$ cat src/logic/mic_pkg.sv
// Notes on behaviour
// - Global enable passes enabled requests, else blocks.
// - Every reset clears the global enable.
// - Service clears enable, pushes return, vectors 0004h.
// - Return from interrupt pops and re-enables globally.
// - Flags set regardless of any enable bit.
// - Clearing global enable drops requests still in flight.
// - Latency three Tcy synchronous, three-four asynchronous.
// - External pin edge selectable, valid edge sets flag.
// - Pin enable masks source; enabled edge wakes sleep.
// - Analog pins read zero, raise no requests.
// - Timer count wrap FFh to 00h sets flag.
// - Enabled port pin change sets pin-change flag.
// - Pin change during port access may be lost.
// - External flag set Q4-Q1, sampled each Q1.
// - Peripheral flags and enables in separate registers.
// - Wake with enable set runs PC+1, then vectors.
// - Status bits follow reset or wake cause.
// - Power-control bit 0 cleared only by brown-out.
// - Hardware saves only return address on entry.
`default_nettype none
package mic_pkg;
   localparam int          ADDR_W        = 8;
   localparam int          PC_W          = 13;
   localparam int          PORT_W        = 6;
   // Register byte offsets.
   localparam logic [7:0]  OFS_CTL       = 8'h00;
   localparam logic [7:0]  OFS_PFL1      = 8'h04;
   localparam logic [7:0]  OFS_PEN1      = 8'h08;
   localparam logic [7:0]  OFS_PFL2      = 8'h0c;
   localparam logic [7:0]  OFS_PEN2      = 8'h10;
   localparam logic [7:0]  OFS_IOCF      = 8'h14;
   localparam logic [7:0]  OFS_IOCN      = 8'h18;
   localparam logic [7:0]  OFS_IOCP      = 8'h1c;
   localparam logic [7:0]  OFS_LAT       = 8'h20;
   localparam logic [7:0]  OFS_ANA       = 8'h24;
   localparam logic [7:0]  OFS_CFG       = 8'h28;
   localparam logic [7:0]  OFS_PORT      = 8'h2c;
   localparam logic [7:0]  OFS_STATUS    = 8'h30;
   localparam logic [7:0]  OFS_PWR       = 8'h34;
   // Control register bit positions.
   localparam int          B_GEN         = 7;
   localparam int          B_GRP         = 6;
   localparam int          B_TOVE        = 5;
   localparam int          B_EXTE        = 4;
   localparam int          B_PCHE        = 3;
   localparam int          B_TOVF        = 2;
   localparam int          B_EXTF        = 1;
   localparam int          B_PCHF        = 0;
   localparam int          EXT_PIN       = 2;
   // Implemented bit masks and reset values.
   localparam logic [7:0]  PFL1_MASK     = 8'hc7;
   localparam logic [5:0]  LAT_MASK      = 6'h37;
   localparam logic [5:0]  ANA_RST       = 6'h37;
   localparam logic [7:0]  CTL_RST       = 8'h00;
   localparam logic        EDGE_SEL_RST  = 1'b1;
   localparam logic [4:0]  STATUS_POR    = 5'h03;
   localparam logic [1:0]  PWR_POR       = 2'h0;
   localparam logic [7:0]  T0_MAX        = 8'hff;
   localparam logic [PC_W-1:0] VECTOR_PC = 13'h0004;
   localparam logic [PC_W-1:0] RESET_PC  = 13'h0000;
   // Timing: four clocks per instruction cycle, three cycles from sample to vector.
   localparam int          CLK_NS        = 8;
   localparam int          QPH_PER_TCY   = 4;
   localparam int          TCY_NS        = CLK_NS * QPH_PER_TCY;
   localparam logic [1:0]  LAT_TCY       = 2'h3;

   typedef enum logic [1:0] {
      QPH_1 = 2'b00,
      QPH_2 = 2'b01,
      QPH_3 = 2'b10,
      QPH_4 = 2'b11
   } mic_qph_e;

   typedef enum logic [1:0] {
      SEQ_IDLE = 2'b00,
      SEQ_LAT  = 2'b01,
      SEQ_WAKE = 2'b10
   } mic_seq_e;

   typedef struct packed {
      logic              psel;
      logic              penable;
      logic              pwrite;
      logic [ADDR_W-1:0] paddr;
      logic [31:0]       pwdata;
   } mic_apb_req_s;

   typedef struct packed {
      logic mclr_run;
      logic mclr_sleep;
      logic wdt_reset;
      logic bor;
      logic wdt_wake;
   } mic_rst_cause_s;

   typedef struct packed {
      logic return_from_irq_instr;
      logic port_access;
      logic sleeping;
   } mic_core_s;
endpackage : mic_pkg
`default_nettype wire

$ cat src/logic/mic_edge.sv
`default_nettype none
module mic_edge #(
   parameter int W = 6
) (
   // Clock and reset.
   input  wire logic         clk,
   input  wire logic         nrst,
   // Level in, edge pulses out.
   input  wire logic [W-1:0] din,
   output logic      [W-1:0] rise,
   output logic      [W-1:0] fall
);
   logic [W-1:0] prev;

   assign rise = din & ~prev;
   assign fall = ~din & prev;

   always_ff @(posedge clk or negedge nrst) begin
      if (!nrst) begin
         prev <= '0;
      end else begin
         prev <= din;
      end
   end
endmodule : mic_edge
`default_nettype wire

$ cat src/logic/mic_irq_ctrl.sv
// The register addresses and the APB interface to the registers were decided locally.
`default_nettype none
module mic_irq_ctrl
   import mic_pkg::*;
(
   // Clock and reset.
   input  wire logic              clk,
   input  wire logic              nrst,
   // APB slave.
   input  wire mic_apb_req_s      apb,
   output logic [31:0]            prdata,
   output logic                   pready,
   output logic                   pslverr,
   // Event sources.
   input  wire logic [PORT_W-1:0] io_port_a,
   input  wire logic [7:0]        timer_zero_count,
   input  wire logic [7:0]        periph_evt_one,
   input  wire logic [7:0]        periph_evt_two,
   // Core side.
   input  wire mic_core_s         core,
   input  wire mic_rst_cause_s    rst_cause,
   output logic                   pc_load,
   output logic [PC_W-1:0]        pc_value,
   output logic                   push_ret,
   output logic                   pop_ret,
   output logic                   wake,
   output logic [4:0]             status_bits,
   output logic [1:0]             power_control_reg,
   output logic [PORT_W-1:0]      port_output_latch
);
   mic_qph_e          phase;
   logic              q1;
   logic [7:0]        irq_control_status;
   logic [7:0]        periph_irq_flags_one;
   logic [7:0]        periph_irq_enable_one;
   logic [7:0]        periph_irq_flags_two;
   logic [7:0]        periph_irq_enable_two;
   logic [PORT_W-1:0] pin_change_flags;
   logic [PORT_W-1:0] pin_change_fall_enable;
   logic [PORT_W-1:0] pin_change_rise_enable;
   logic [PORT_W-1:0] analog_select_reg;
   logic              ext_edge_select;
   logic [7:0]        t0_prev;
   mic_seq_e          seq;
   logic [1:0]        lat_cnt;

   mic_qphase u_qphase (
      .clk   (clk),
      .nrst  (nrst),
      .phase (phase),
      .q1    (q1)
   );

   // Analog pins are forced low before any edge logic sees them.
   wire [PORT_W-1:0] pin_dig = io_port_a & ~analog_select_reg;
   wire [PORT_W-1:0] pin_rise;
   wire [PORT_W-1:0] pin_fall;

   mic_edge #(.W(PORT_W)) u_edge (
      .clk  (clk),
      .nrst (nrst),
      .din  (pin_dig),
      .rise (pin_rise),
      .fall (pin_fall)
   );

   // Bus decode.
   wire       wr_go   = apb.psel & apb.penable & pready & apb.pwrite;
   wire       setup   = apb.psel & ~apb.penable;
   wire [7:0] wd      = apb.pwdata[7:0];
   wire       s_ctl   = (apb.paddr == OFS_CTL);
   wire       s_pfl1  = (apb.paddr == OFS_PFL1);
   wire       s_pen1  = (apb.paddr == OFS_PEN1);
   wire       s_pfl2  = (apb.paddr == OFS_PFL2);
   wire       s_pen2  = (apb.paddr == OFS_PEN2);
   wire       s_iocf  = (apb.paddr == OFS_IOCF);
   wire       s_iocn  = (apb.paddr == OFS_IOCN);
   wire       s_iocp  = (apb.paddr == OFS_IOCP);
   wire       s_lat   = (apb.paddr == OFS_LAT);
   wire       s_ana   = (apb.paddr == OFS_ANA);
   wire       s_cfg   = (apb.paddr == OFS_CFG);
   wire       s_port  = (apb.paddr == OFS_PORT);
   wire       s_stat  = (apb.paddr == OFS_STATUS);
   wire       s_pwr   = (apb.paddr == OFS_PWR);
   wire       mapped  = s_ctl | s_pfl1 | s_pen1 | s_pfl2 | s_pen2 | s_iocf | s_iocn
                      | s_iocp | s_lat | s_ana | s_cfg | s_port | s_stat | s_pwr;

   // Resets other than power-on act synchronously; wake-ups are not resets.
   wire soft_rst = rst_cause.mclr_run | rst_cause.mclr_sleep | rst_cause.wdt_reset
                 | rst_cause.bor;

   // Event detection.
   wire ext_edge = ext_edge_select ? pin_rise[EXT_PIN] : pin_fall[EXT_PIN];
   wire t0_wrap  = (t0_prev == T0_MAX) && (timer_zero_count == 8'h00);
   // A change in the same cycle as a port access is dropped, as the part allows.
   wire [PORT_W-1:0] ioc_set = ((pin_rise & pin_change_rise_enable)
                              | (pin_fall & pin_change_fall_enable))
                              & ~{PORT_W{core.port_access}};
   wire ioc_any = |pin_change_flags;

   wire gen  = irq_control_status[B_GEN];
   wire grp  = irq_control_status[B_GRP];
   wire periph_hit = |(periph_irq_flags_one & periph_irq_enable_one)
                   | |(periph_irq_flags_two & periph_irq_enable_two);
   // Each source needs its own enable; flag bits themselves ignore enables.
   wire any_enabled = (irq_control_status[B_TOVE] & irq_control_status[B_TOVF])
                    | (irq_control_status[B_EXTE] & irq_control_status[B_EXTF])
                    | (irq_control_status[B_PCHE] & ioc_any)
                    | (grp & periph_hit);
   wire request = gen & any_enabled;

   // Sequencer, stepped once per instruction cycle at Q1.
   wire do_vector = q1 && (seq == SEQ_LAT) && gen && (lat_cnt == LAT_TCY);
   wire do_wake   = q1 && (seq == SEQ_IDLE) && core.sleeping && any_enabled;
   mic_seq_e   next_seq;
   logic [1:0] next_lat_cnt;

   always_comb begin
      next_seq     = seq;
      next_lat_cnt = lat_cnt;
      if (soft_rst) begin
         next_seq     = SEQ_IDLE;
         next_lat_cnt = 2'h0;
      end else if (q1) begin
         unique case (seq)
            SEQ_IDLE: begin
               if (core.sleeping) begin
                  // Woken with the global enable set: run PC+1 before vectoring.
                  if (any_enabled && gen) begin
                     next_seq = SEQ_WAKE;
                  end
               end else if (request) begin
                  next_seq     = SEQ_LAT;
                  next_lat_cnt = 2'h1;
               end
            end
            SEQ_WAKE: begin
               next_seq     = gen ? SEQ_LAT : SEQ_IDLE;
               next_lat_cnt = 2'h1;
            end
            SEQ_LAT: begin
               // A cleared enable abandons the entry; the flags stay pending.
               if (!gen || do_vector) begin
                  next_seq = SEQ_IDLE;
               end else begin
                  next_lat_cnt = lat_cnt + 2'h1;
               end
            end
            default: begin
               next_seq = SEQ_IDLE;
            end
         endcase
      end
   end

   // Control register next value; hardware sets win over software clears.
   wire [7:0] ctl_wr = (wr_go && s_ctl) ? wd : irq_control_status;
   logic      next_gen;

   always_comb begin
      next_gen = ctl_wr[B_GEN];
      if (core.return_from_irq_instr) begin
         next_gen = 1'b1;
      end
      if (do_vector || soft_rst) begin
         next_gen = 1'b0;
      end
   end

   wire [7:0] next_ctl = {next_gen, ctl_wr[6:3],
                          ctl_wr[B_TOVF] | t0_wrap,
                          ctl_wr[B_EXTF] | ext_edge,
                          ioc_any};

   // Status bits 7:3 and power control follow the cause.
   logic [4:0] next_status;
   logic [1:0] next_pwr;

   always_comb begin
      next_status = status_bits;
      next_pwr    = (wr_go && s_pwr) ? wd[1:0] : power_control_reg;
      if (rst_cause.bor) begin
         next_status  = 5'h03;
         next_pwr[0]  = 1'b0;
      end else if (rst_cause.wdt_reset) begin
         next_status = {4'h0, status_bits[0]};
      end else if (rst_cause.mclr_sleep) begin
         next_status = 5'h02;
      end else if (rst_cause.mclr_run) begin
         next_status = {3'h0, status_bits[1:0]};
      end else if (rst_cause.wdt_wake) begin
         next_status = {status_bits[4:2], 2'h0};
      end else if (do_wake) begin
         next_status = {status_bits[4:2], 2'h2};
      end
   end

   // Read path.
   wire [7:0] rd_mux = s_ctl   ? irq_control_status :
                       s_pfl1  ? periph_irq_flags_one :
                       s_pen1  ? periph_irq_enable_one :
                       s_pfl2  ? periph_irq_flags_two :
                       s_pen2  ? periph_irq_enable_two :
                       s_iocf  ? {2'h0, pin_change_flags} :
                       s_iocn  ? {2'h0, pin_change_fall_enable} :
                       s_iocp  ? {2'h0, pin_change_rise_enable} :
                       s_lat   ? {2'h0, port_output_latch} :
                       s_ana   ? {2'h0, analog_select_reg} :
                       s_cfg   ? {7'h00, ext_edge_select} :
                       s_port  ? {2'h0, pin_dig} :
                       s_stat  ? {status_bits, 3'h0} :
                       s_pwr   ? {6'h00, power_control_reg} : 8'h00;

   always_ff @(posedge clk or negedge nrst) begin
      if (!nrst) begin
         pready  <= 1'b0;
         pslverr <= 1'b0;
         prdata  <= 32'h0000_0000;
      end else begin
         pready  <= setup;
         pslverr <= setup & ~mapped;
         if (setup) begin
            prdata <= {24'h00_0000, rd_mux};
         end
      end
   end

   // Registers returned to their reset values by every reset cause; the latch keeps its value except at power-on.
   always_ff @(posedge clk or negedge nrst) begin
      if (!nrst) begin
         irq_control_status     <= CTL_RST;
         periph_irq_flags_one   <= 8'h00;
         periph_irq_enable_one  <= 8'h00;
         periph_irq_flags_two   <= 8'h00;
         periph_irq_enable_two  <= 8'h00;
         pin_change_flags       <= '0;
         pin_change_fall_enable <= '0;
         pin_change_rise_enable <= '0;
         analog_select_reg      <= ANA_RST;
         ext_edge_select        <= EDGE_SEL_RST;
      end else if (soft_rst) begin
         irq_control_status     <= CTL_RST;
         periph_irq_flags_one   <= 8'h00;
         periph_irq_enable_one  <= 8'h00;
         periph_irq_flags_two   <= 8'h00;
         periph_irq_enable_two  <= 8'h00;
         pin_change_flags       <= '0;
         pin_change_fall_enable <= '0;
         pin_change_rise_enable <= '0;
         analog_select_reg      <= ANA_RST;
         ext_edge_select        <= EDGE_SEL_RST;
      end else begin
         irq_control_status     <= next_ctl;
         periph_irq_flags_one   <= (((wr_go && s_pfl1) ? wd : periph_irq_flags_one)
                                   | periph_evt_one) & PFL1_MASK;
         periph_irq_flags_two   <= ((wr_go && s_pfl2) ? wd : periph_irq_flags_two)
                                   | periph_evt_two;
         pin_change_flags       <= ((wr_go && s_iocf) ? wd[PORT_W-1:0] : pin_change_flags)
                                   | ioc_set;
         if (wr_go && s_pen1) begin
            periph_irq_enable_one <= wd & PFL1_MASK;
         end
         if (wr_go && s_pen2) begin
            periph_irq_enable_two <= wd;
         end
         if (wr_go && s_iocn) begin
            pin_change_fall_enable <= wd[PORT_W-1:0];
         end
         if (wr_go && s_iocp) begin
            pin_change_rise_enable <= wd[PORT_W-1:0];
         end
         if (wr_go && s_ana) begin
            analog_select_reg <= wd[PORT_W-1:0] & LAT_MASK;
         end
         if (wr_go && s_cfg) begin
            ext_edge_select <= wd[0];
         end
      end
   end

   always_ff @(posedge clk or negedge nrst) begin
      if (!nrst) begin
         port_output_latch <= '0;
         t0_prev           <= 8'h00;
         status_bits       <= STATUS_POR;
         power_control_reg <= PWR_POR;
         seq               <= SEQ_IDLE;
         lat_cnt           <= 2'h0;
      end else begin
         if (wr_go && s_lat) begin
            port_output_latch <= wd[PORT_W-1:0] & LAT_MASK;
         end
         t0_prev           <= timer_zero_count;
         status_bits       <= next_status;
         power_control_reg <= next_pwr;
         seq               <= next_seq;
         lat_cnt           <= next_lat_cnt;
      end
   end

   // Core strobes. Only the return address is saved; working state is software's job.
   always_ff @(posedge clk or negedge nrst) begin
      if (!nrst) begin
         pc_load  <= 1'b1;
         pc_value <= RESET_PC;
         push_ret <= 1'b0;
         pop_ret  <= 1'b0;
         wake     <= 1'b0;
      end else begin
         pc_load  <= do_vector | soft_rst;
         pc_value <= soft_rst ? RESET_PC : VECTOR_PC;
         push_ret <= do_vector & ~soft_rst;
         pop_ret  <= core.return_from_irq_instr;
         wake     <= do_wake;
      end
   end
endmodule : mic_irq_ctrl
`default_nettype wire

$ cat src/logic/mic_qphase.sv
`default_nettype none
module mic_qphase
   import mic_pkg::*;
(
   // Clock and reset.
   input  wire logic clk,
   input  wire logic nrst,
   // Phase outputs.
   output mic_qph_e  phase,
   output logic      q1
);
   mic_qph_e next_phase;

   assign next_phase = mic_qph_e'(phase + 2'h1);
   assign q1         = (phase == QPH_1);

   always_ff @(posedge clk or negedge nrst) begin
      if (!nrst) begin
         phase <= QPH_1;
      end else begin
         phase <= next_phase;
      end
   end
endmodule : mic_qphase
`default_nettype wire

$ cat config.mk
export PLATFORM = sky130hd
export DESIGN_NAME = mic_irq_ctrl
export DESIGN_NICKNAME = d
export VERILOG_FILES = /design/src/logic/mic_pkg.sv /design/src/logic/mic_edge.sv /design/src/logic/mic_irq_ctrl.sv /design/src/logic/mic_qphase.sv
export SDC_FILE = /design/constraint.sdc
export NUM_CORES = 1
export LEC_CHECK = 0
export BUFFER_PORTS_ARGS = -buffer_cell sky130_fd_sc_hd__buf_2
export CAP_MARGIN = 5
export CORE_ASPECT_RATIO = 0.75
export CORE_MARGIN = 2
export CORE_UTILIZATION = 45
export CTS_BUF_LIST = sky130_fd_sc_hd__clkbuf_8 sky130_fd_sc_hd__clkbuf_16
export DETAILED_ROUTE_END_ITERATION = 7
export GPL_ROUTABILITY_DRIVEN = 0
export HOLD_SLACK_MARGIN = 0.12
export MAX_ROUTING_LAYER = met4
export PLACE_DENSITY = 0.66
export SLEW_MARGIN = 20
export SYNTH_ARGS = -nofsm -noshare
export SYNTH_HDL_FRONTEND = slang
export SYNTH_SLANG_ARGS = --single-unit
$ cat constraint.sdc
create_clock -name clk -period 3.8 [get_ports clk]
set_input_delay 0.38 -clock clk [delete_from_list [all_inputs] [get_ports clk]]
set_output_delay 0.38 -clock clk [all_outputs]
set_load 0.005 [all_outputs]
# Yosys cells after proc, flatten, opt, wreduce, memory -nomap -nowiden
# Index checks and enable logic that the tools add are counted.
# op_classes
n_addsub	2
eq_ne	26
muxes	59
bitwise	53
reduce_logical	48
# ops
operator	count
8-bit two-way mux	23
8-bit by 6-bit equality test with 1-bit output, second input constant	6
6-bit two-way mux	8
6-bit bitwise AND	6
8-bit by 5-bit equality test with 1-bit output, second input constant	4
2-bit two-way mux	13
6-bit inverter	4
1-bit bitwise OR	23
1-bit logical AND	20
5-bit two-way mux	4
2-bit nonzero test	9
8-bit bitwise AND	2
8-bit by 4-bit equality test with 1-bit output, second input constant	2
8-bit logical NOT	2
8-bit bitwise OR	2
4-bit nonzero test	4
8-bit OR reduction	2
3-bit != test, second input constant	4
6-bit bitwise OR	2
2-bit case mux with 3 select lines	2
1-bit bitwise AND	11
8-bit by 3-bit equality test with 1-bit output, second input constant	1
8-bit equality test, second input constant	1
1-bit two-way mux	8
18 further kinds	25
# totals
register_bits	114
in_bits	83
wordCells	219

# Longest topological paths before layout
# Gate-level depths: netlist (run 1).
# logic_depth
ltp_word	16
ltp_mapped	8
depth_no_buf	7

# Cells and area by module
# Synthesis (run 1) repeated with hierarchy kept, for this count alone.
# hier_totals
hier_cells	600
area_unflattened_um2	5711.7
# by_module_without_submodules
module	n_inst	cells_each	area_per_inst_um2	seq_area_each_um2
mic_irq_ctrl	1	577	5386.4	2363.5
mic_edge	1	18	255.2	150.1
mic_qphase	1	5	70.1	50.0

# Worst setup path after synthesis (run 1)
# Ideal clock, no wire load.
# synth_path
kind	input to register
start	input apb[38] (netlist name)
end	register periph_irq_enable_two[2]
setup_ns	0.132
arrival_time_ns	1.852
required_time_ns	3.668
setup_slack_ns	1.816
path_stages	6
path_cell_list	buf_2 or4b_4 buf_6 nor3_4 mux2i_1 nor2_1
# synth_between
elab_chain_cells	3
# synth_rtl
element	line	text
start, declared	mic_irq_ctrl.sv:10	input wire mic_apb_req_s apb,
8-bit by 5-bit equality test with 1-bit output	mic_irq_ctrl.sv:75	wire s_pen2 = (apb.paddr == OFS_PEN2);
1-bit logical AND	mic_irq_ctrl.sv:263	if (wr_go && s_pen2) begin
2-bit nonzero test (no line)	n/a	
end signal, assigned	mic_irq_ctrl.sv:264	periph_irq_enable_two <= wd;
end, declared	mic_irq_ctrl.sv:37	logic [7:0] periph_irq_enable_two;
# No other way between the ends.
# A chain may end at the register's enable or synchronous reset.

# Final worst setup path (run 1)
# layout_path
start	input apb[34] (netlist name)
end	register periph_irq_flags_one[0]
# layout_between
elab_chain_cells	5
# layout_rtl
element	line	text
8-bit by 3-bit equality test with 1-bit output	mic_irq_ctrl.sv:72	wire s_pfl1 = (apb.paddr == OFS_PFL1);
1-bit logical AND	mic_irq_ctrl.sv:254	periph_irq_flags_one <= (((wr_go && s_pfl1) ? wd : periph_irq_flags_one)
8-bit two-way mux	mic_irq_ctrl.sv:254	
8-bit bitwise OR	mic_irq_ctrl.sv:255	| periph_evt_one) & PFL1_MASK;
8-bit two-way mux	mic_irq_ctrl.sv:241	end else if (soft_rst) begin
end signal, assigned	mic_irq_ctrl.sv:254	
end, declared	mic_irq_ctrl.sv:34	logic [7:0] periph_irq_flags_one;
# No other way between the ends.

==> impl_metrics.yaml, run 1 <==
die:
  ioPinCount: 147
  die_area_um2: 13500
  num_rows: 35
  core_um2: 12300
  initial_core_util_pct: 46.2
  die_w_um: 134
  die_h_um: 101
setup_path:
  r2r_end: "lat_cnt[0]"
  critPathMaxFanout: 27
  crit_chain: "buf_2 -> nand2b_1 -> nor2_1 -> nand2_1 -> nor2_2 -> mux2i_1 -> a21oi_1"
  cp-start-kind: "input port"
  path_buf_inv: 1
  ff2ff_setup_slack_ns: 1.62
  cpLargestDelayFamily: "simple AND/OR/NAND/NOR gates"
  path_class: "input port to flip-flop"
  end_kind: "flip-flop"
  r2r_cells: 6
  cpMaxStageDelayCell: "buf_2"
  slowest_delay_ns: 0.47
  cp.required_ns: 4.01
  rr_startpoint: "pin_change_flags[0]"
  arrival_ns: 2.61
yosys:
  synth_edf_count: 0
  yosys.area.top_type: "dfrtp_1"
  ys_ff_latch: 102
  synth_cell_types: 66
  synthCells: 616
  avgSynthCellArea_um2: 9.22
  ys_warn_count: 0
  synth_area_um2: 5680
  synth_top_area_share_pct: 41.0
  ys_top_cells_by_area: "dfrtp_1 (41%), mux2i_1 (6.3%), buf_4 (5.3%), nand2_1 (5.2%), a21oi_1 (5.1%)"
  synth-seq-area-share_pct: 45.1
  async_flop_share_pct: 100
  synth_top_flop_cell: "dfrtp_1"
clock_tree:
  cts_tree: "yes"
  ctsResizeCount: 0
  root_buffer: "clkbuf_16"
  clk_latency_ns: 0.35
  postCtsSetupRepairBufs: 0
  clock-sinks: 102
  clockBufferDepth: 2
  path_clk_slew_ns: 0.07
  holdBufCountCts: 0
  htree_levels: 3
  cts_buffers: 9
global_routing:
  antenna_found_initial: 0
  gr-total-overflow: 0
  grt_pass1_wl_mm: 26.0
  use_met1_pct: 38.2
  top_usage_layer: "met1"
  grt_use_total_pct: 25.9
  grt_pass1_vias: 4586
  met2_usage_pct: 35.0
  grtUsageMet3_pct: 6.81
  grt_max_degree: 89
timing:
  hold_violations: 0
  slew_viol_final: 0
  max_freq_ghz: 0.417
  setup_tns_ns: 0
  finalSetupViolCount: 0
  min_period_ns: 2.40
  tightest_slew_ns: 1.02
  fin_crit_sh_pct: 63.2
  slew_headroom_pct: 31.7
  fin_hold_ws_ns: 0.0722
  finalClockSkew_ns: 0.00458
  rsz0062_at_grt: "no"
routing:
  via_per_inst: 5.84
  wire_per_inst_um: 19.5
  drc_errors: 0
  num_vias: 4945
  drt_wl_total_mm: 16.5
  firstDrtPassIters: 5
  drt.antenna.violating_nets: 0
  drt_iter0_markers: 600
layout:
  n_fill_cell: 1165
  design_area_um2: 6330
  finalNonFillerCells: 847
  fin_nets: 761
  areaGrowthSynthToFinish_pct: 11.5
  antenna_cells: 0
  final_cell_mix: "dfrtp_1 (93), buf_2 (78), nand2_1 (77), a21oi_1 (58), nor2_1 (52)"
  drive_gt1_share_pct: 20.1
  seqCellArea_um2: 2560
  multiInputGateArea_um2: 2720
  layout_commonest_cell: "dfrtp_1"
placed_design:
  dp_hpwl_mm: 12.0
  port_buffers: 79
  placed_area_um2: 6010
  placedCellCount: 831
min_path:
  hp-class: "input port to async pin"
status:
  status: "finished, final reports clean"
run:
  max_cap_viol_count: 0
power:
  power_mw: 2.30
  power_density_nw_per_um2: 363
  peakVddDrop_uv: 243
  leakage_nw: 2.72
## worst register-to-register path, stage by stage, from the launching register on
cell	delay [ns]
dfrtp_1	0.41
nor4_1	0.44
o211ai_1	0.27
a31o_2	0.31
a41o_1	0.26
and4_1	0.21
nor3_1	0.19
## synthesized netlist by cell type, types with 2 or more instances
cell / instances
or4_1: 2
nor2_1: 52
nor4_1: 5
inv_1: 25
buf_6: 3
nor2_2: 4
o211ai_1: 7
a32oi_1: 2
mux4_2: 2
a21o_1: 2
nand3_1: 26
nor3_4: 2
buf_4: 40
o21ai_0: 18
or2_2: 2
nor3_1: 6
a22oi_1: 12
and3_1: 2
a211oi_1: 3
ha_1: 2
nand2b_1: 9
a2bb2oi_1: 2
and4_1: 2
o22ai_1: 5
mux2_2: 9
nand4_1: 6
clkbuf_1: 21
nor3_2: 2
dfrtp_1: 93
nand3b_1: 7
nor2b_1: 9
a21oi_1: 58
mux2i_1: 36
nor2_4: 2
a31oi_1: 14
buf_2: 5
nand2_1: 78
buf_1: 3
o31ai_1: 3
dfstp_2: 9
## how the worst max path moves through the flow
stage	startpoint	to	slack (ns)	cells past startpoint
floorplan	apb[38]	periph_irq_enable_two[2]	1.82	6
finish	apb[34]	periph_irq_flags_one[0]	1.40	7
detailed placement	apb[34]	periph_irq_flags_one[0]	1.13	7
global route	apb[34]	periph_irq_flags_one[0]	1.31	7
CTS	apb[34]	periph_irq_flags_one[7]	1.52	7
global placement	apb[34]	periph_irq_flags_one[0]	1.16	7
## routing by layer
layer	vias up	routed length, um
met4	0	281
li1	2222	-
met5	-	0
met3	32	1920
met1	2394	7590
met2	297	6740
## kinds of logic after synthesis
group,count (synthesis),share of synthesized area (%)
AOI/OAI and AO/OA,140,15.2
adders and majority gates,2,0.441
buffers and inverters,98,9.63
DFF,102,45.1
muxes,47,8.92
other,1,0.0660
and+or+nand+nor,226,20.6
## final cells by class
class	count	share of cell area [%]
Clock inverter	6	1.34
Multi-Input combinational cell	455	42.9
Sequential cell	102	40.5
Clock buffer	10	3.77
Timing Repair Buffer	82	6.70
Inverter	26	1.54
Tap cell	166	3.28
## through the flow
| stage | setup WS, ns | util [%] |
|---|---|---|
| 6_report | 1.40 | 51.5 |
| 5_1_grt | 1.31 | 51.5 |
| 4_1_cts | 1.52 | 51.4 |
| 3_5_place_dp | 1.13 | 48.8 |
| 3_3_place_gp | 1.16 | 48.8 |
| 2_1_floorplan | 1.82 | - |
## power breakdown
group / leakage (nW) / switching, mW / internal, mW
Clock: 0.160 / 0.409 / 0.594
Sequential: 1.36 / 0.0101 / 1.10
Combinational: 1.20 / 0.132 / 0.0542
(Power assumes the default switching activity.)
==> inputs of run 2 (changes only) <==
--- a/config.mk
+++ b/config.mk
@@ -5,6 +5,7 @@
 export SDC_FILE = /design/constraint.sdc
 export NUM_CORES = 1
 export LEC_CHECK = 0
+export ABC_AREA = 1
 export BUFFER_PORTS_ARGS = -buffer_cell sky130_fd_sc_hd__buf_2
 export CAP_MARGIN = 5
 export CORE_ASPECT_RATIO = 0.75
==> constraint.sdc (replaced) <==
create_clock -name clk -period 2.5 [get_ports clk]
set_input_delay 0.25 -clock clk [delete_from_list [all_inputs] [get_ports clk]]
set_output_delay 0.25 -clock clk [all_outputs]
set_load 0.005 [all_outputs]
==> run 2 against run 1 <==
- utilization rose by 3.2 points
- sequential power grew 55%
- area after synthesis fell by 3.8%
- sequential share of layout area decreased by 0.42 points
- power increased by 50%
- largest cell class is now flip-flops and latches
- cell area is 1.0% higher
- largest power group unchanged
- final cell count rose by 13%
- critical path depth fell by 1
- combinational power increased by 48%
- highest routed layer unchanged
- die area down 3.7%
==> impl_metrics.yaml, run 2 <==
power:
  p_sw_uw: 937
  power_density_nw_per_um2: 539
  p_int_mw: 2.52
  peakVddDrop_uv: 332
  p_seq_share_pct: 49.7
  switching_share_pct: 27.1
  leakage_nw: 3.31
  clkPwrFrac_pct: 42.3
  p_comb_share_pct: 8.0
setup_path:
  cp.required_ns: 2.78
  cp-start-kind: "flip-flop"
  end_kind: "flip-flop"
  r2r_end: "periph_irq_enable_two[0]"
  r2r_cells: 6
  path_class: "flip-flop to flip-flop"
  critPathMaxFanout: 16
  arrival_ns: 2.00
  ff2ff_setup_slack_ns: 0.78
  rr_startpoint: "pready"
die:
  die_w_um: 131
  initial_core_util_pct: 46.7
  die_h_um: 99.4
  die_area_um2: 13000
  core_um2: 11700
  ioPinCount: 147
  num_rows: 34
global_routing:
  grt_max_degree: 45
  gr-total-overflow: 0
  grt_use_total_pct: 24.0
  grt_pass1_vias: 4623
  grt_pass1_wl_mm: 23.8
  antenna_found_initial: 0
yosys:
  yosys.area.top_type: "dfrtp_1"
  synthCells: 691
  synthAdderAreaFrac_pct: 0.458
  synthMostInstantiatedCell: "nand2_1"
  synth_compound_area_share_pct: 13.8
  synth_area_um2: 5460
  synth_top_area_share_pct: 42.6
  ys_ff_latch: 102
  ys_top_cells_by_count: "nand2_1 (168), dfrtp_1 (93), inv_1 (82)"
  synth_cell_types: 44
  synth_top_family_by_area: "simple AND/OR/NAND/NOR gates"
  synthMuxAreaShare_pct: 0
  synth_edf_count: 0
  async_flop_share_pct: 100
  synth-simple-area-share_pct: 25.4
  synthXorXnorAreaFrac_pct: 0
  synth_top_flop_cell: "dfrtp_1"
  synth-seq-area-share_pct: 46.9
  avgSynthCellArea_um2: 7.90
  ys_top_cells_by_area: "dfrtp_1 (43%), nand2_1 (12%), buf_4 (5.6%), inv_1 (5.6%), dfstp_2 (4.3%)"
  ys_warn_count: 0
timing:
  hold_violations: 0
  tightest_slew_ns: 0.659
  min_period_ns: 1.72
  setup_ws_ns: 0.777
  slew_viol_final: 0
  fin_crit_sh_pct: 68.9
  setup_tns_ns: 0
  max_freq_ghz: 0.580
  finalSetupViolCount: 0
  slew_headroom_pct: 56.1
  rsz0062_at_grt: "no"
  finalClockSkew_ns: 0.0101
min_path:
  hold_depth: 2
  hold_start: "apb[41]"
  hold_path_end: "pready"
  hp-class: "input port to flip-flop"
routing:
  drt_wl_total_mm: 14.6
  drc_errors: 0
  drt.antenna.violating_nets: 0
  firstDrtPassIters: 5
  wire_per_inst_um: 15.2
  via_per_inst: 5.15
  num_vias: 4953
  drt_iter0_markers: 459
layout:
  n_fill_cell: 1074
  areaGrowthSynthToFinish_pct: 17.2
  design_area_um2: 6400
  fin_nets: 879
  drive_gt1_share_pct: 18.6
  antenna_cells: 0
  layout_commonest_cell: "nand2_1"
  final_cell_mix: "nand2_1 (168), dfrtp_1 (93), inv_1 (82), buf_2 (78), nor2_1 (59)"
clock_tree:
  htree_levels: 3
  clk_latency_ns: 0.36
  path_clk_slew_ns: 0.08
  root_buffer: "clkbuf_16"
  cts_tree: "yes"
  clock-sinks: 102
  clockBufferDepth: 2
  cts_buffers: 9
placed_design:
  placed_area_um2: 5890
  port_buffers: 79
  dp_hpwl_mm: 10.9
  place_ws_ns: 0.552
run:
  max_cap_viol_count: 0
status:
  status: "finished, final reports clean"
run 2: cell count changes after synthesis, sizes merged, moves of 12 or more:
| cell | delta |
|---|---|
| o21ai | +46 |
| a22oi | -12 |
| nor2 | +15 |
| mux2i | -36 |
| a31oi | -13 |
| inv | +70 |
| nand2 | +91 |
| a21oi | -25 |
| clkbuf | -19 |
run 2: through the flow:
stage               hold WS (ns)  utilization (%)  total power [mW]  std cells
floorplan                -0.0456                -              1.90        730
global placement           0.291             50.4              1.99        926
detailed placement         0.296             50.4              2.00        926
CTS                        0.121             54.7              3.47        961
global route               0.144             54.7              3.59        961
finish                     0.127             54.7              3.45        961
run 2: cells by family (layout without fill, tap and decap cells):
kind of cell	after synthesis	after routing
other	1	40
buffers and inverters	148	217
AND/OR/NAND/NOR	307	307
adder cells (fa/ha/maj)	2	2
AO/OA/AOI/OAI	131	131
flip-flops	102	102
run 2: cell type report:
class                   instances  area [um^2]  area share (%)
flip-flops and latches        102         2560            40.1
clock buffers                   9          225            3.52
clock inverters                 7         91.3            1.43
multi-input cells             480         2310            36.2
inverters                      96          363            5.67
well taps                     162          203            3.17
repair buffers                105          641            10.0
run 2: how the worst max path moves through the flow:
stage / from / endpoint
after floorplan: apb[39] / prdata[0]
after CTS: pready / periph_irq_enable_two[0]
after global placement: apb[32] / prdata[1]
after global routing: pready / periph_irq_enable_two[0]
final: pready / periph_irq_enable_two[0]
after detailed placement: apb[32] / prdata[1]
run 2: critical path, stage by stage (launching register included):
cell and delay [ns]:
dfrtp_1 0.39, nand4_2 0.09, buf_4 0.22, inv_1 0.17, a21oi_2 0.56, nand2_1 0.11, o21ai_0 0.10
run 2: routing by layer:
metal | GRT usage, % | part of all wire [%] | wire, um
met1 | 33.3 | 46 | 6750
met2 | 36.5 | 44 | 6460
met3 | 4.64 | 8.3 | 1210
met4 | 6.27 | 1.6 | 229
met5 | - | 0 | 0
run 2: what timing repair did:
item	in CTS	in global routing
endpoints found under the hold margin	58	0
gates resized for setup	0	0
hold buffers	19	0
setup buffers	0	0
run 2: power by group through the flow:
stage / Sequential (mW) / Combinational [mW] / Clock (mW)
finish: 1.72 / 0.275 / 1.46
CTS: 1.72 / 0.275 / 1.48
global placement: 1.75 / 0.244 / 0
floorplan: 1.74 / 0.156 / 0
detailed placement: 1.75 / 0.252 / 0
global route: 1.72 / 0.312 / 1.56
